==> config.mk <==
export PLATFORM = sky130hd
export DESIGN_NAME = ddr_cmd_device
export DESIGN_NICKNAME = d
export VERILOG_FILES = /design/src/hdl/link_sync.v /design/src/hdl/ddr_cmd_device.v
export VERILOG_INCLUDE_DIRS = /design/src /design/src/hdl
export SDC_FILE = /design/constraint.sdc
export NUM_CORES = 1
export LEC_CHECK = 0
export BUFFER_PORTS_ARGS = -buffer_cell sky130_fd_sc_hd__buf_2
export CAP_MARGIN = 10
export CORE_MARGIN = 10
export CORE_UTILIZATION = 59
export CTS_CLUSTER_SIZE = 8
export DETAILED_ROUTE_END_ITERATION = 12
export GPL_TIMING_DRIVEN = 0
export PLACE_DENSITY = 0.88
export SLEW_MARGIN = 5
export SYNTH_ARGS = -nofsm -noshare
export SYNTH_HDL_FRONTEND = slang
export SYNTH_HIERARCHICAL = 1
export SYNTH_SLANG_ARGS = --single-unit
==> constraint.sdc <==
create_clock -name mclk -period 2.7 [get_ports mclk]
set_input_delay 0.27 -clock mclk [delete_from_list [all_inputs] [get_ports mclk]]
set_output_delay 0.27 -clock mclk [all_outputs]
set_load 0.03 [all_outputs]
==> src/hdl/ddr_cmd_regs.vh <==
`ifndef DDR_CMD_REGS_VH
`define DDR_CMD_REGS_VH
// register byte addresses
`define ADDR_CTRL 8'h00
`define ADDR_STATUS 8'h04
`define ADDR_MODE 8'h08
`define ADDR_EXT_MODE 8'h0C
`define ADDR_REF_CNT 8'h10
`define ADDR_TIMING 8'h14
`define ADDR_DATA 8'h18
// control fields
`define CTRL_BL_LSB 0
`define CTRL_CL_LSB 4
`define CTRL_RESET 8'h22
// cas latency codes, half clocks
`define CL_2 3'h4
`define CL_25 3'h5
`define CL_3 3'h6
// timing counts, cycles
`define T_RAS_RST 4'h6
`define T_XSNR_RST 8'hC8
`define T_DLL_CYC 8'hC8
// command encodings {cs,ras,cas,we}
`define CMD_NOP 4'h7
`define CMD_ACT 4'h3
`define CMD_RD 4'h5
`define CMD_WR 4'h4
`define CMD_BST 4'h6
`define CMD_PRE 4'h2
`define CMD_REF 4'h1
`define CMD_MRS 4'h0
`endif

==> src/hdl/link_sync.v <==
`timescale 1ns/1ps
`default_nettype none
module link_sync #(
    parameter W = 1
) (
    // clock and reset
    input wire mclk,
    input wire srst,
    // async in, filtered out
    input wire [W-1:0] din,
    output reg [W-1:0] dout
);
    reg [W-1:0] s1_ff;
    reg [W-1:0] s2_ff;
    reg [W-1:0] s3_ff;
    always @(posedge mclk) begin
        if (srst) begin
            s1_ff <= {W{1'b0}};
            s2_ff <= {W{1'b0}};
            s3_ff <= {W{1'b0}};
            dout <= {W{1'b0}};
        end else begin
            s1_ff <= din;
            s2_ff <= s1_ff;
            s3_ff <= s2_ff;
            if (s2_ff == s3_ff) begin
                dout <= s3_ff;
            end
        end
    end
endmodule // link_sync
`default_nettype wire

==> src/hdl/ddr_cmd_device.v <==
// Notes on behaviour
// - command decoded from cs ras cas we
// - deselect and nop do nothing
// - auto precharge sampled per access
// - precharge bit selects one or all banks
// - auto precharge closes after read burst, row_active_min_time met
// - burst stop truncates latest plain read
// - refresh uses internal counter address
// - refresh with clock enable low: self refresh
// - mode load selects base or extended
// - write mask high skips the element
// - data follows cas latency each edge
// - strobe preamble, no postamble; strobe released with the data
// - new read cuts the burst, data restarts after cas latency
// - burst stop latency equals cas latency
// - cas latency 2, 2.5 or 3
//
// The register addresses and the AXI4-Lite register port were chosen for this implementation.
`timescale 1ns/1ps
`default_nettype none
`include "ddr_cmd_regs.vh"
module ddr_cmd_device (
    // system
    input wire mclk,
    input wire srst,
    // memory link, sampled by mclk
    input wire link_ck,
    input wire link_cke,
    input wire link_cs_n,
    input wire link_ras_n,
    input wire link_cas_n,
    input wire link_we_n,
    input wire bank_addr_bit0,
    input wire bank_addr_bit1,
    input wire [12:0] link_addr,
    input wire write_mask,
    input wire [7:0] link_dq_in,
    output reg [7:0] link_dq_out,
    output reg link_dq_oe,
    output reg link_dqs_out,
    output reg link_dqs_oe,
    // axi4-lite write
    input wire [7:0] s_axi_awaddr,
    input wire s_axi_awvalid,
    output reg s_axi_awready,
    input wire [31:0] s_axi_wdata,
    input wire [3:0] s_axi_wstrb,
    input wire s_axi_wvalid,
    output reg s_axi_wready,
    output reg [1:0] s_axi_bresp,
    output reg s_axi_bvalid,
    input wire s_axi_bready,
    // axi4-lite read
    input wire [7:0] s_axi_araddr,
    input wire s_axi_arvalid,
    output reg s_axi_arready,
    output reg [31:0] s_axi_rdata,
    output reg [1:0] s_axi_rresp,
    output reg s_axi_rvalid,
    input wire s_axi_rready
);
    wire [20:0] sync_in = {link_ck, link_cke, link_cs_n, link_ras_n, link_cas_n, link_we_n,
        bank_addr_bit1, bank_addr_bit0, link_addr};
    wire [20:0] sync_out;
    link_sync #(.W(21)) u_sync (
        .mclk(mclk),
        .srst(srst),
        .din(sync_in),
        .dout(sync_out)
    );
    wire ck_s = sync_out[20];
    wire cke_s = sync_out[19];
    wire [3:0] cmd_s = sync_out[18:15];
    wire [1:0] ba_s = sync_out[14:13];
    wire [12:0] a_s = sync_out[12:0];
    // link-clock edge detection
    reg ck_d_ff;
    reg cke_d_ff;
    always @(posedge mclk) begin
        if (srst) begin
            ck_d_ff <= 1'b0;
        end else begin
            ck_d_ff <= ck_s;
        end
    end
    wire ck_rise = ck_s & ~ck_d_ff;
    wire ck_fall = ~ck_s & ck_d_ff;
    // registers
    reg [7:0] ctrl_ff;
    reg [12:0] mode_ff;
    reg [12:0] ext_mode_ff;
    reg [12:0] ref_cnt_ff;
    reg [3:0] t_ras_ff;
    reg [7:0] t_xsnr_ff;
    reg [7:0] data_pat_ff;
    reg self_ref_ff;
    reg dll_off_ff;
    reg [7:0] exit_cnt_ff;
    reg [3:0] open_ff;
    reg [3:0] ras_cnt_ff [0:3];
    reg [3:0] ap_pend_ff;
    reg [7:0] mask_cnt_ff;
    reg [7:0] wr_cnt_ff;
    reg [7:0] wdata_ff;
    // read burst state in half-clock units
    reg [2:0] lat_ff;
    reg [3:0] rem_ff;
    reg rd_ap_ff;
    reg [1:0] rd_bank_ff;
    reg [2:0] stop_lat_ff;
    reg stop_pend_ff;
    reg [3:0] burst_len;
    always @* begin
        case (mode_ff[2:0])
            3'h1: burst_len = 4'h4;
            3'h2: burst_len = 4'h8;
            3'h3: burst_len = 4'hF;
            default: burst_len = 4'h2;
        endcase
    end
    // cas latency 2, 2.5 or 3
    wire [2:0] cl_half = (mode_ff[6:4] == 3'h2) ? `CL_2 :
        (mode_ff[6:4] == 3'h6) ? `CL_25 : `CL_3;
    // deselect and nop decode to nothing
    wire cmd_ok = ck_rise & cke_s & ~self_ref_ff & ~cmd_s[3];
    wire is_act = cmd_ok & (cmd_s == `CMD_ACT);
    wire is_rd = cmd_ok & (cmd_s == `CMD_RD);
    wire is_wr = cmd_ok & (cmd_s == `CMD_WR);
    wire is_bst = cmd_ok & (cmd_s == `CMD_BST);
    wire is_pre = cmd_ok & (cmd_s == `CMD_PRE);
    wire is_mrs = cmd_ok & (cmd_s == `CMD_MRS);
    wire ref_cmd = ck_rise & ~self_ref_ff & ~cmd_s[3] & (cmd_s == `CMD_REF);
    // refresh with falling cke enters self refresh
    wire sr_entry = ref_cmd & ~cke_s & cke_d_ff;
    wire is_ref = ref_cmd & cke_s;
    integer i;
    always @(posedge mclk) begin
        if (srst) begin
            cke_d_ff <= 1'b0;
            mode_ff <= 13'h0000;
            ext_mode_ff <= 13'h0000;
            ref_cnt_ff <= 13'h0000;
            self_ref_ff <= 1'b0;
            dll_off_ff <= 1'b0;
            exit_cnt_ff <= 8'h00;
            open_ff <= 4'h0;
            ap_pend_ff <= 4'h0;
            mask_cnt_ff <= 8'h00;
            wr_cnt_ff <= 8'h00;
            wdata_ff <= 8'h00;
            for (i = 0; i < 4; i = i + 1) begin
                ras_cnt_ff[i] <= 4'h0;
            end
        end else begin
            if (ck_rise) begin
                cke_d_ff <= cke_s;
            end
            for (i = 0; i < 4; i = i + 1) begin
                if (ck_rise && ras_cnt_ff[i] != 4'h0) begin
                    ras_cnt_ff[i] <= ras_cnt_ff[i] - 4'h1;
                end
            end
            if (is_ref || sr_entry) begin
                ref_cnt_ff <= ref_cnt_ff + 13'h0001;
            end
            if (sr_entry) begin
                self_ref_ff <= 1'b1;
                dll_off_ff <= 1'b1;
            end else if (self_ref_ff && ck_rise && cke_s) begin
                self_ref_ff <= 1'b0;
                exit_cnt_ff <= t_xsnr_ff;
            end else if (ck_rise && exit_cnt_ff != 8'h00) begin
                exit_cnt_ff <= exit_cnt_ff - 8'h01;
                if (exit_cnt_ff == 8'h01) begin
                    dll_off_ff <= 1'b0;
                end
            end
            if (is_act) begin
                open_ff[ba_s] <= 1'b1;
                ras_cnt_ff[ba_s] <= t_ras_ff;
            end
            if (is_pre) begin
                if (a_s[10]) begin
                    open_ff <= 4'h0;
                end else begin
                    open_ff[ba_s] <= 1'b0;
                end
            end
            if ((is_rd || is_wr) && a_s[10]) begin
                ap_pend_ff[ba_s] <= 1'b1;
            end
            // close after read burst once row_active_min_time met
            for (i = 0; i < 4; i = i + 1) begin
                if (ap_pend_ff[i] && ras_cnt_ff[i] == 4'h0 &&
                        !((is_rd || is_wr) && ba_s == i[1:0]) &&
                        !(rem_ff != 4'h0 && rd_bank_ff == i[1:0])) begin
                    open_ff[i] <= 1'b0;
                    ap_pend_ff[i] <= 1'b0;
                end
            end
            if (is_mrs && ba_s == 2'h0) begin
                mode_ff <= a_s;
            end else if (is_mrs && ba_s == 2'h1) begin
                ext_mode_ff <= a_s;
            end
            if (is_wr) begin
                wr_cnt_ff <= wr_cnt_ff + 8'h01;
            end
            if (ck_rise && wr_cnt_ff != 8'h00) begin
                if (write_mask) begin
                    mask_cnt_ff <= mask_cnt_ff + 8'h01;
                end else begin
                    wdata_ff <= link_dq_in;
                end
            end
        end
    end
    // read pipeline on both clock edges
    wire hedge = ck_rise | ck_fall;
    wire [2:0] rd_lat = cl_half - 3'h1;
    always @(posedge mclk) begin
        if (srst) begin
            lat_ff <= 3'h0;
            rem_ff <= 4'h0;
            rd_ap_ff <= 1'b0;
            rd_bank_ff <= 2'h0;
            stop_lat_ff <= 3'h0;
            stop_pend_ff <= 1'b0;
            link_dq_out <= 8'h00;
            link_dq_oe <= 1'b0;
            link_dqs_out <= 1'b0;
            link_dqs_oe <= 1'b0;
        end else begin
            if (is_rd) begin
                lat_ff <= rd_lat;
                rem_ff <= burst_len;
                rd_ap_ff <= a_s[10];
                rd_bank_ff <= ba_s;
            end else if (hedge) begin
                if (lat_ff != 3'h0) begin
                    lat_ff <= lat_ff - 3'h1;
                end else if (rem_ff != 4'h0) begin
                    rem_ff <= rem_ff - 4'h1;
                end
            end
            // stop latest read lacking auto precharge
            if (is_bst && !rd_ap_ff && rem_ff != 4'h0) begin
                stop_pend_ff <= 1'b1;
                stop_lat_ff <= rd_lat;
            end else if (stop_pend_ff && hedge) begin
                // stop takes effect after cas latency
                if (stop_lat_ff == 3'h0) begin
                    stop_pend_ff <= 1'b0;
                    rem_ff <= 4'h0;
                end else begin
                    stop_lat_ff <= stop_lat_ff - 3'h1;
                end
            end
            if (hedge) begin
                if (lat_ff == 3'h1 && rem_ff != 4'h0 && !is_rd) begin
                    link_dqs_oe <= 1'b1;
                    link_dqs_out <= 1'b0;
                    link_dq_oe <= 1'b0;
                end else if (lat_ff == 3'h0 && rem_ff != 4'h0 &&
                        !(stop_pend_ff && stop_lat_ff == 3'h0)) begin
                    link_dq_oe <= 1'b1;
                    link_dqs_oe <= 1'b1;
                    link_dqs_out <= ck_rise;
                    link_dq_out <= data_pat_ff ^ {4'h0, rem_ff};
                end else begin
                    link_dq_oe <= 1'b0;
                    link_dqs_oe <= 1'b0;
                    link_dqs_out <= 1'b0;
                end
            end
        end
    end
    // axi4-lite slave
    reg [7:0] aw_ff;
    reg aw_have_ff;
    reg [31:0] w_ff;
    reg w_have_ff;
    always @(posedge mclk) begin
        if (srst) begin
            s_axi_awready <= 1'b1;
            s_axi_wready <= 1'b1;
            s_axi_bvalid <= 1'b0;
            s_axi_bresp <= 2'h0;
            aw_ff <= 8'h00;
            aw_have_ff <= 1'b0;
            w_ff <= 32'h0000_0000;
            w_have_ff <= 1'b0;
            ctrl_ff <= `CTRL_RESET;
            t_ras_ff <= `T_RAS_RST;
            t_xsnr_ff <= `T_XSNR_RST;
            data_pat_ff <= 8'h00;
        end else begin
            if (s_axi_awvalid && s_axi_awready) begin
                aw_ff <= s_axi_awaddr;
                aw_have_ff <= 1'b1;
                s_axi_awready <= 1'b0;
            end
            if (s_axi_wvalid && s_axi_wready) begin
                w_ff <= s_axi_wdata;
                w_have_ff <= 1'b1;
                s_axi_wready <= 1'b0;
            end
            if (aw_have_ff && w_have_ff && !s_axi_bvalid) begin
                aw_have_ff <= 1'b0;
                w_have_ff <= 1'b0;
                s_axi_bvalid <= 1'b1;
                s_axi_bresp <= 2'h0;
                case (aw_ff)
                    `ADDR_CTRL: ctrl_ff <= w_ff[7:0];
                    `ADDR_TIMING: begin
                        t_ras_ff <= w_ff[3:0];
                        t_xsnr_ff <= w_ff[15:8];
                    end
                    `ADDR_DATA: data_pat_ff <= w_ff[7:0];
                    `ADDR_STATUS, `ADDR_MODE, `ADDR_EXT_MODE, `ADDR_REF_CNT: s_axi_bresp <= 2'h0;
                    default: s_axi_bresp <= 2'h2;
                endcase
            end
            if (s_axi_bvalid && s_axi_bready) begin
                s_axi_bvalid <= 1'b0;
                s_axi_awready <= 1'b1;
                s_axi_wready <= 1'b1;
            end
        end
    end
    always @(posedge mclk) begin
        if (srst) begin
            s_axi_arready <= 1'b1;
            s_axi_rvalid <= 1'b0;
            s_axi_rdata <= 32'h0000_0000;
            s_axi_rresp <= 2'h0;
        end else if (s_axi_arvalid && s_axi_arready) begin
            s_axi_arready <= 1'b0;
            s_axi_rvalid <= 1'b1;
            s_axi_rresp <= 2'h0;
            case (s_axi_araddr)
                `ADDR_CTRL: s_axi_rdata <= {24'h000000, ctrl_ff};
                `ADDR_STATUS: s_axi_rdata <= {14'h0000, mask_cnt_ff, open_ff, ap_pend_ff,
                    dll_off_ff, self_ref_ff};
                `ADDR_MODE: s_axi_rdata <= {19'h00000, mode_ff};
                `ADDR_EXT_MODE: s_axi_rdata <= {19'h00000, ext_mode_ff};
                `ADDR_REF_CNT: s_axi_rdata <= {19'h00000, ref_cnt_ff};
                `ADDR_TIMING: s_axi_rdata <= {16'h0000, t_xsnr_ff, 4'h0, t_ras_ff};
                `ADDR_DATA: s_axi_rdata <= {wr_cnt_ff, wdata_ff, 8'h00, data_pat_ff};
                default: begin
                    s_axi_rdata <= 32'h0000_0000;
                    s_axi_rresp <= 2'h2;
                end
            endcase
        end else if (s_axi_rvalid && s_axi_rready) begin
            s_axi_rvalid <= 1'b0;
            s_axi_arready <= 1'b1;
        end
    end
endmodule // ddr_cmd_device
`default_nettype wire

### Word level (Yosys, flattened, before mapping)

Memory sizes are Yosys's and may differ from the RTL's.
Cells that the tools add are included.

* register bits after elaboration: 287
* bits in writable memories: 16
* input port bits: 89
* output and inout bits: 52
* logic and storage cells: 309
* memories: 1

* $add $sub $neg: 12
* order comparisons: 2
* equal/unequal tests: 34
* multiplexer cells: 66
* bitwise gates (word level): 36
* reductions and logical operators: 109

Memories
* ras_cnt_ff: words 4, bits a word 4, rd ports 4, clocked after Yosys merged registers in 0, wr ports 5, line ddr_cmd_device.v:100 `reg [3:0] ras_cnt_ff [0:3];`

Operators with widths (number)
* one-hot mux 32 bit (7 select lines): 1
* two-way mux 4 bit: 15
* == test 8 x 5 -> 1 bit, second input constant: 6
* logical AND 1 bit: 47
* two-way mux 1 bit: 36
* == test 8 x 4 -> 1 bit, second input constant: 4
* == test 21 bit: 1
* logical NOT 4 bit: 5
* AND reduction 2 bit: 10
* nonzero test 4 bit: 5
* subtractor 4 x 1 -> 4 bit, second input constant: 5
* two-way mux 3 bit: 6
* nonzero test 2 bit: 9
* bitwise AND 1 bit: 17
* adder 8 x 1 -> 8 bit, second input constant: 2
* == test 8 x 3 -> 1 bit, second input constant: 2
* logical NOT 8 bit: 2
* two-way mux 8 bit: 2
* nonzero test 8 bit: 2
* OR reduction 7 bit: 2
* adder 13 x 1 -> 13 bit, second input constant: 1
* == test 4 x 3 -> 1 bit, second input constant: 3
* logical NOT 1 bit: 12
* one-hot mux 4 bit (3 select lines): 1
* other kinds (27): 63

### Depth between registers and ports, before layout

Gate-level depths: netlist of the first run.

* depth after elaboration: 12
* depth in mapped cells: 10
* depth with buffers taken out: 7

### Modules after synthesis

Netlist of the first run, hierarchy kept.

By module, submodules not included
* ddr_cmd_device: instances 1, cells an instance 1111, area each 9933.3 um^2, sequential area each 4504.3 um^2
* link_sync: instances 1, cells an instance 251, area each 2862.7 um^2, sequential area each 1681.6 um^2

### Least setup slack after synthesis of the first run

Ideal clock, no wire load.

* kind: reg2reg
* from: reg u_sync.dout[20]
* to: reg link_dq_out[0]
* setup time: 0.080 ns
* arrival: 2.103 ns
* setup slack: 0.517 ns
* cell stages (with the launch flop): 10
* cell sequence: dfxtp_1 > ha_1 > nand4bb_1 > buf_4 > or3_1 > buf_6 > a221oi_4 > buf_6 > nor2_1 > a211oi_2

* longest elaborated chain between the ends: 9

Ends and longest elaborated chain
* start: declaration: line link_sync.v:11 `output reg [W-1:0] dout`
* start signal: assignment: line link_sync.v:21 `dout <= {W{1'b0}};`
* bitwise AND 1 bit (*): line ddr_cmd_device.v:86 `wire ck_rise = ck_s & ~ck_d_ff;`
* named net ck_rise: line ddr_cmd_device.v:86
* bitwise AND 1 bit (3 in a row): line ddr_cmd_device.v:125 `wire cmd_ok = ck_rise & cke_s & ~self_ref_ff & ~cmd_s[3];`
* bitwise AND 1 bit: line ddr_cmd_device.v:127 `` wire is_rd = cmd_ok & (cmd_s == `CMD_RD); ``
* logical NOT 1 bit: line ddr_cmd_device.v:260 `if (lat_ff == 3'h1 && rem_ff != 4'h0 && !is_rd) begin`
* logical AND 1 bit: line ddr_cmd_device.v:260
* NOT 1 bit (no source line)
* AND reduction 3 bit (no source line) (*)
* end signal: assignment: line ddr_cmd_device.v:269 `link_dq_out <= data_pat_ff ^ {4'h0, rem_ff};`
* end: declaration: line ddr_cmd_device.v:38 `output reg [7:0] link_dq_out,`

Mark *: on every way through the listed nets, which the timed path passes. The rest lies on a longest branch.
A chain may end at the register's enable or synchronous reset.

### Worst setup path in the final report of the first run

* from: reg u_sync.dout[20]
* to: reg rem_ff[0]

* longest elaborated chain between the ends: 9

Ends and longest elaborated chain
* bitwise AND 1 bit (*): line ddr_cmd_device.v:86
* named net ck_rise: line ddr_cmd_device.v:86
* bitwise AND 1 bit (3 in a row): line ddr_cmd_device.v:125
* bitwise AND 1 bit: line ddr_cmd_device.v:127
* two-way mux 4 bit: line ddr_cmd_device.v:234 `if (is_rd) begin`
* two-way mux 4 bit: line ddr_cmd_device.v:252 `if (stop_lat_ff == 3'h0) begin`
* two-way mux 4 bit: line ddr_cmd_device.v:250 `end else if (stop_pend_ff && hedge) begin`
* two-way mux 4 bit (*): line ddr_cmd_device.v:247 `if (is_bst && !rd_ap_ff && rem_ff != 4'h0) begin`
* end signal: assignment: line ddr_cmd_device.v:236 `rem_ff <= burst_len;`
* end signal: assignment: line ddr_cmd_device.v:243 `rem_ff <= rem_ff - 4'h1;`
* end: declaration: line ddr_cmd_device.v:107 `reg [3:0] rem_ff;`

Marked as above.

==> metrics.yaml, run 1 <==
outcome: "finished, final reports clean"
period_needed_ns: 2.62
syn_avg_cell_area_um2: 9.40
critPathRequiredTime_ns: 3.13
finalHoldViolations: 0
ant_nets: 0
grt_pass1_vias: 11118
grt_pass1_wl_um: 57500
dr_total_vias: 11124
crit_chain: "ha_2 > nand4bb_1 > buf_4 > nand2b_1 > or4_4 > a31o_2 > a211oi_1"
yosysTopAreaCell: "dfxtp_1"
avgRoutedWirePerCell_um: 20.0
utilization: 0.732
netlist_instances: 1362
whs_ns: 0.0148
maxCapViolCount: 0
highest_layer: "met4"
place_hpwl_um: 25100
synthDistinctLibCells: 71
io_pins: 141
synth_top_area_frac: 0.446
met2WireLength_um: 18000
gp_congestion: 0.975
critPathKind: "register to register"
cp-end-kind: "register"
num_rows: 53
cts_tree: "built"
drt_pass1_iterations: 6
antenna_found_initial: 1
finalSetupViolCount: 0
ys_ff_latch: 301
yosysSeqAreaShare: 0.483
ys_top_cells_by_area: "dfxtp_1 (45%), mux2i_1 (8.0%), nor2_1 (5.0%)"
wl_met3_um: 3090
cp_top_family: "simple AND/OR/NAND/NOR gates"
synthArstFlopShare: 0
fin_skew_ns: 0.0106
tns_ns: 0
die_w_um: 167
start_util: 0.605
drcViolationCount: 0
syn_area_um2: 12800
worst-path-buf-inv: 1
cp_data_arrival_time_ns: 3.05
cts-root-buf: "clkbuf_16"
cts_buffers: 43
area_growth_pct: 21.1
die-area_um2: 28000
grt_overflow_total: 0
cp-start-kind: "register"
peakVddDrop_v: 0.000466
post-synth-top-count-cell: "dfxtp_1"
worst-path-max-fanout: 9
clock_latency_ns: 0.54
grt_max_degree: 13
ys.warnings.count: 6
ys.flop_type: "dfxtp_1"
track_usage: 0.248
drtIter0Drc: 961
drive_gt1_frac: 0.144
hold_class: "primary input to register"
slowest_stage: "or4_4"
reg2reg_slack_ns: 0.08
finalNetCount: 1685
viasPerCell: 5.98
drv_slew: 0
min_period_over_period: 0.972
dp.cells: 1755
relSlewSlack: 0.286
clk_pin_slew_ns: 0.05
io_buffers: 117
p_per_area_nw_per_um2: 636
die_y_um: 167
fmax_mhz: 381
clk_path_buf_depth: 3
synth_enable_flop_cells: 16
cts_sinks: 301
wl_um: 37100
fin_cells: 1861
tightestPinTransition_ns: 1.06
h-tree-depth: 2
wl_met1_um: 14200
critical_path.max_stage_delay_ns: 0.61
core_um2: 21200
synth_common_cells: "dfxtp_1 (285), nor2_1 (169), mux2i_1 (102)"
p_leak_nw: 5.95
-- worst reg2reg max path, cell delays in order, from the launching register on --
cell       delay [ns]
dfxtp_1          0.40
ha_2             0.31
nand4bb_1        0.13
buf_4            0.22
nand2b_1         0.31
or4_4            0.61
a31o_2           0.30
a211oi_1         0.24
-- stage by stage --
stage | setup slack (ns) | area (um^2) | total power, mW
2_1_floorplan | 0.517 | 12800 | 4.98
3_3_place_gp | -0.149 | 13700 | 5.13
3_5_place_dp | -0.180 | 13700 | 5.15
4_1_cts | 0.00882 | 15400 | 9.86
5_1_grt | -0.0111 | 15500 | 10.1
6_report | 0.0764 | 15500 | 9.85
-- flip-flops by register name, indices dropped and copies added, names as in the netlist, 13 cells and up --
register,flops
s_axi_rdata,32
u_sync/s3_ff,21
mode_ff,13
ext_mode_ff,13
ras_cnt_ff,16
ref_cnt_ff,13
u_sync/dout,21
w_ff,16
u_sync/s2_ff,21
u_sync/s1_ff,21
-- routing by layer --
metal / GRT usage / up-vias
met4: 0.123 / 0
met1: 0.281 / 5263
met2: 0.435 / 564
li1: - / 5149
met5: 0 / -
met3: 0.0515 / 148
-- cells by family (layout without fill, tap and decap cells) --
kind of cell             count (synthesis)  count (layout)  synth area share
AO/OA/AOI/OAI                          214             214             0.109
XOR/XNOR                                59              59            0.0404
adder cells (fa/ha/maj)                 18              18            0.0176
buffers and inverters                   99             321            0.0330
flip-flops                             301             301             0.483
multiplexers                           114             114            0.0921
other                                    1               3          0.000293
AND/OR/NAND/NOR                        556             556             0.224
-- where the power goes --
part | internal, mW | total (mW) | switching [mW]
Sequential | 4.57 | 4.62 | 0.0522
Clock | 2.84 | 4.69 | 1.86
Combinational | 0.217 | 0.530 | 0.313
-- what timing repair did --
action,CTS,global route
hold buffers,51,0
pin swaps,1,1
resized for setup,3,7
setup endpoints to repair,27,54
hold endpoints to repair,51,0
setup buffers,1,1
-- cells in the final DEF, fill, tap and decap left out, types with 23 or more instances in the layout --
cell type | synthesis | layout
nand3_1 | 31 | 31
clkbuf_1 | 54 | 59
a21oi_1 | 85 | 85
mux2i_1 | 102 | 102
dlygate4sd3_1 | 0 | 51
dfxtp_1 | 285 | 285
nor2b_1 | 81 | 81
xnor2_1 | 32 | 32
buf_2 | 5 | 122
nand2b_1 | 53 | 53
nand2_1 | 92 | 92
clkbuf_16 | 0 | 43
nor2_1 | 169 | 168
inv_1 | 25 | 25
nor3_1 | 45 | 43
a22oi_1 | 23 | 23
o21ai_0 | 36 | 36
xor2_1 | 27 | 27
-- worst paths after layout --
path	from	to	depth (start not counted)
worst max-delay path	u_sync/dout[20]	rem_ff[0]	7
worst min-delay path	s_axi_wdata[10]	w_ff[10]	3
worst max register to register	u_sync/dout[20]	rem_ff[0]	7
worst min register to register	u_sync/s1_ff[4]	u_sync/s2_ff[4]	1
-- layout make-up --
| class | instances | area, um^2 |
|---|---|---|
| Timing Repair Buffer | 170 | 1120 |
| Sequential cell | 301 | 6190 |
| Antenna cell | 1 | 2.50 |
| Multi-Input combinational cell | 963 | 6260 |
| Buffer | 74 | 329 |
| Tap cell | 275 | 344 |
| Inverter | 25 | 93.8 |
| Clock buffer | 48 | 1090 |
| Fill cell | 1433 | 5660 |
| Clock inverter | 4 | 57.6 |
No activity file was read; power rests on OpenSTA's default activity.
==> run 2, diff against run 1 <==
--- a/config.mk
+++ b/config.mk
@@ -8,7 +8,7 @@
 export LEC_CHECK = 0
 export BUFFER_PORTS_ARGS = -buffer_cell sky130_fd_sc_hd__buf_2
 export CAP_MARGIN = 10
-export CORE_MARGIN = 10
+export CORE_MARGIN = 3
 export CORE_UTILIZATION = 59
 export CTS_CLUSTER_SIZE = 8
 export DETAILED_ROUTE_END_ITERATION = 12
@@ -17,5 +17,4 @@
 export SLEW_MARGIN = 5
 export SYNTH_ARGS = -nofsm -noshare
 export SYNTH_HDL_FRONTEND = slang
-export SYNTH_HIERARCHICAL = 1
 export SYNTH_SLANG_ARGS = --single-unit
==> run 2 against run 1 <==
  * Critical path depth fell by 2
  * Sequential share of layout area rose by 0.21 points
  * Die area fell by 15%
  * Clock power barely moved
  * Routed wire length fell by 3.9%
  * Worst setup slack improved by 0.082 ns
  * Largest cell class unchanged
==> metrics.yaml, run 2 <==
track_usage: 0.295
synth_common_cells: "dfxtp_1 (285), nor2_1 (165), mux2i_1 (102)"
r2r_cells: 7
grt_use_met2: 0.497
clk_pin_slew_ns: 0.05
reg2reg_slack_ns: 0.27
relSlewSlack: 0.375
fin_skew_ns: 0.0191
final_common_cell: "dfxtp_1"
multi_input_area_um2: 6200
antenna_found_initial: 3
critPathRequiredTime_ns: 3.07
rsz0062_at_grt: "no"
grt_max_degree: 13
io_buffers: 115
ys.warnings.count: 0
drtIter0Drc: 1049
drv_slew: 0
cp_data_arrival_time_ns: 2.91
worst-path-max-fanout: 10
cts_tree: "built"
drt_pass1_iterations: 5
cts_resized: 0
outcome: "finished, final reports clean"
finalHoldViolations: 0
finalSetupViolCount: 0
wl_um: 35700
critPathKind: "primary input to register"
clk_path_buf_depth: 3
critPathMostFrequentCell: "clkbuf_1"
syn_avg_cell_area_um2: 9.67
min-delay-start: "s_axi_awaddr[5]"
use_met1: 0.360
avgRoutedWirePerCell_um: 19.6
finalNetCount: 1646
cts_sinks: 301
ant_nets: 0
drcViolationCount: 0
p_per_area_nw_per_um2: 639
cp-end-kind: "register"
slowest_stage: "clkbuf_1"
cts_buffers: 43
grtUsageMet3: 0.0574
nFillCells: 1484
regArea_um2: 6190
place_hpwl_um: 24400
syn_area_um2: 12900
critical_path.max_stage_delay_ns: 0.77
h-tree-depth: 2
period_needed_ns: 2.54
post-synth-top-count-cell: "dfxtp_1"
clock_latency_ns: 0.54
synth_top_area_frac: 0.443
io_pins: 141
crit_chain: "clkbuf_1 > clkbuf_1 > buf_1 > clkbuf_1 > nor2_1"
die_y_um: 154
netlist_instances: 1333
die_w_um: 154
min_period_over_period: 0.941
die-area_um2: 23600
tns_ns: 0
ys.flop_type: "dfxtp_1"
maxCapViolCount: 0
r2r-start: "u_sync.dout[20]"
fmax_mhz: 393
cts_setup_buffers: 0
hold_class: "primary input to register"
critPathCapture: "aw_have_ff"
synthArstFlopShare: 0
tightestPinTransition_ns: 0.937
synth_enable_flop_cells: 16
top_usage_layer: "met2"
area_growth_pct: 19.6
peakVddDrop_v: 0.000534
num_rows: 53
reg2reg_to: "link_dq_out[1]"
regMostFlops: "s_axi_rdata"
crit_path_start: "srst"
gp_congestion: 0.976
viasPerCell: 5.92
p_leak_nw: 6.07
ys_top_cells_by_area: "dfxtp_1 (44%), mux2i_1 (7.9%), nor2_1 (4.8%)"
start_util: 0.607
ys_ff_latch: 301
whs_ns: 0.00910
grt_overflow_total: 0
cts-root-buf: "clkbuf_16"
drive_gt1_frac: 0.157
synthDistinctLibCells: 74
yosysSeqAreaShare: 0.480
dr_total_vias: 10793
cp-start-kind: "primary input"
largest_register_ff_count: 32
final_cell_mix: "dfxtp_1 (285), nor2_1 (165), buf_2 (129)"
core_um2: 21200
grt_pass1_wl_um: 56200
yosysTopAreaCell: "dfxtp_1"
grt_pass1_vias: 10885
==> run 2: critical path, delay by kind of cell <==
kind / cells / cell delay (ns)
buffers and inverters: 4 / 2.47
AND/OR/NAND/NOR: 1 / 0.15
==> run 2: area by class of cell <==
class | count | share of cell area
buffer | 82 | 0.0248
multi-input combinational | 918 | 0.402
sequential | 301 | 0.401
antenna | 2 | 0.000325
clock buffer | 48 | 0.0710
tap | 275 | 0.0223
inverter | 33 | 0.00804
timing repair buffer | 160 | 0.0666
clock inverter | 4 | 0.00349
==> run 2: worst min-delay path by stage <==
stage | endpoint | slack, ns | depth (start not counted)
after floorplan | s_axi_wready | 0.37 | 1
final | aw_ff[5] | 0.009 | 3
after CTS | wdata_ff[6] | 0.007 | 3
after detailed placement | u_sync.s2_ff[4] | 0.42 | 1
after global routing | aw_ff[5] | 0.02 | 3
after global placement | u_sync.s2_ff[15] | 0.42 | 1
==> run 2: cells by family after synthesis <==
logic type,share of synthesized area
XOR/XNOR,0.0421
flip-flops,0.480
AO/OA/AOI/OAI,0.104
AND/OR/NAND/NOR,0.219
other,0.000291
adder cells (fa/ha/maj),0.0175
multiplexers,0.0976
buffers and inverters,0.0392
==> run 2: what timing repair did <==
action | in CTS | in global routing
endpoints found under the hold margin | 45 | 0
setup endpoints to repair | 0 | 0
hold buffers | 45 | 0
==> run 2: report_power, final <==
group	internal [mW]	leakage, nW	switching (mW)
logic	0.213	3.03	0.298
clock network	2.85	0.564	1.87
registers	4.57	2.48	0.0545
total	7.63	6.07	2.22
==> run 2: through the flow <==
step | area (um^2) | util | std cells | power (mW) | setup slack [ns]
floorplan | 12900 | - | 1334 | 4.98 | 0.633
global placement | 13800 | 0.651 | 1724 | 5.13 | -0.179
detailed placement | 13800 | 0.651 | 1724 | 5.15 | -0.212
CTS | 15400 | 0.726 | 1821 | 9.87 | 0.271
global route | 15400 | 0.726 | 1822 | 10.1 | 0.131
finish | 15400 | 0.726 | 1823 | 9.85 | 0.158
==> run 2: routing by layer <==
metal | up-vias | wire [um]
li1 | 5032 | -
met1 | 5116 | 13900
met2 | 510 | 17000
met3 | 133 | 3030
met4 | 2 | 1740
met5 | - | 13
==> run 3, diff against run 2 <==
--- a/config.mk
+++ b/config.mk
@@ -8,12 +8,13 @@
 export LEC_CHECK = 0
 export BUFFER_PORTS_ARGS = -buffer_cell sky130_fd_sc_hd__buf_2
 export CAP_MARGIN = 10
+export CORE_ASPECT_RATIO = 0.5
 export CORE_MARGIN = 3
-export CORE_UTILIZATION = 59
+export CORE_UTILIZATION = 35
 export CTS_CLUSTER_SIZE = 8
 export DETAILED_ROUTE_END_ITERATION = 12
 export GPL_TIMING_DRIVEN = 0
-export PLACE_DENSITY = 0.88
+export PLACE_DENSITY = 0.6
 export SLEW_MARGIN = 5
 export SYNTH_ARGS = -nofsm -noshare
 export SYNTH_HDL_FRONTEND = slang
==> run 3 against run 2 <==
  * Routed wire length is 1.1% higher
  * Global-route usage decreased by 11 points
  * Cell count is 11% higher
  * Sequential power about the same
  * Worst setup slack better by 0.076 ns
  * Critical path type unchanged
  * Highest routed layer is now met4
==> metrics.yaml, run 3 (synthesized netlist as in run 2, its figures left out) <==
grt_max_degree: 11
clock_latency_ns: 0.53
wl_um: 36100
final_common_cell: "dfxtp_1"
largest_register_ff_count: 32
p_leak_nw: 6.10
dpl_cell_area_um2: 14100
viasPerCell: 5.00
grt_pass1_vias: 9598
nFillCells: 3430
fin_cells: 2026
whs_ns: 0.00993
outcome: "finished, final reports clean"
grt_pass1_wl_um: 55700
drcViolationCount: 0
maxCapViolCount: 0
critPathKind: "primary input to register"
cts-root-buf: "clkbuf_16"
num_rows: 48
antenna_found_initial: 1
track_usage: 0.181
ant_nets: 0
peakVddDrop_v: 0.000367
area_growth_pct: 22.0
rsz0062_at_grt: "no"
tns_ns: 0
io_buffers: 115
finalSetupViolCount: 0
final_cell_mix: "dfxtp_1 (285), nor2_1 (165), buf_2 (129)"
tightestPinTransition_ns: 0.952
critPathRequiredTime_ns: 3.08
grt_overflow_total: 0
regMostFlops: "s_axi_rdata"
fmax_mhz: 406
pre_cts_ws_ns: -0.498
die_w_um: 277
clk_pin_slew_ns: 0.05
cp-end-kind: "register"
crit_chain: "clkbuf_1 > clkbuf_2 > buf_1 > clkdlybuf4s15_1 > nor2_1"
avgRoutedWirePerCell_um: 17.8
finalNetCount: 1650
drv_slew: 0
place_hpwl_um: 26400
drtIter0Drc: 714
fin_skew_ns: 0.0172
drt_pass1_iterations: 5
io_pins: 141
antenna_cells: 0
hold_class: "primary input to register"
core_um2: 35400
die_y_um: 142
postLayoutCellArea_um2: 15700
cts_sinks: 301
min_period_over_period: 0.913
dp.cells: 1924
cts_buffers: 43
cts_tree: "built"
gp_congestion: 0.888
critical_path.max_stage_delay_ns: 0.78
h-tree-depth: 2
timing.final.ws_setup_ns: 0.234
period_needed_ns: 2.47
clk_path_buf_depth: 3
utilization: 0.444
p_per_area_nw_per_um2: 633
worst-path-max-fanout: 10
relSlewSlack: 0.366
power_mw: 9.95
finalHoldViolations: 0
slowest_stage: "clkdlybuf4s15_1"
start_util: 0.364
dr_total_vias: 10127
cp_data_arrival_time_ns: 2.85
drive_gt1_frac: 0.157
die-area_um2: 39300
cp-start-kind: "primary input"
==> run 3: changes by cell type in the layout (fill, tap and decap cells not counted), sizes merged <==
cell           change
diode              -2
clkbuf             +4
inv                -3
clkinv             -1
dlygate4sd3        +4
clkdlybuf4s15      +1
==> run 3: power breakdown <==
group,leakage (nW),internal (mW),switching (mW)
logic,3.05,0.217,0.298
registers,2.48,4.57,0.0505
clock network,0.570,2.96,1.85
total,6.10,7.75,2.20
==> run 3: path summary, 6_finish.rpt <==
kind	startpoint	end	slack, ns	cells past startpoint
max	srst	data_pat_ff[7]	0.23	5
min	link_cas_n	u_sync.s1_ff[16]	0.01	2
max reg2reg	u_sync.dout[20]	link_dq_out[3]	0.24	7
min reg2reg	u_sync.s1_ff[20]	u_sync.s2_ff[20]	0.43	1
==> run 3: worst max-delay path: cells and delay by family <==
kind                   cells  cell delay (ns)
AND/OR/NAND/NOR            1             0.12
buffers and inverters      4             2.42
==> run 3: per-layer routing <==
layer  GRT usage  share of wire
met2       0.281           0.43
met1       0.260           0.49
met3      0.0335          0.063
met5           0              0
met4      0.0494          0.020
==> run 3: timing repair <==
| action | 4_1_cts | 5_1_grt |
|---|---|---|
| resized for setup | 0 | 4 |
| hold buffers | 49 | 0 |
| setup endpoints to repair | 0 | 10 |
| buffers inserted | 0 | 0 |
| hold endpoints to repair | 48 | 0 |
==> run 3: cell type report <==
type,instances,area [um^2],share of cell area
tap,475,594,0.0378
buffer,82,389,0.0247
timing repair buffer,164,1070,0.0678
inverter,33,124,0.00788
clock buffer,53,1170,0.0742
sequential,301,6190,0.393
multi-input combinational,918,6200,0.394
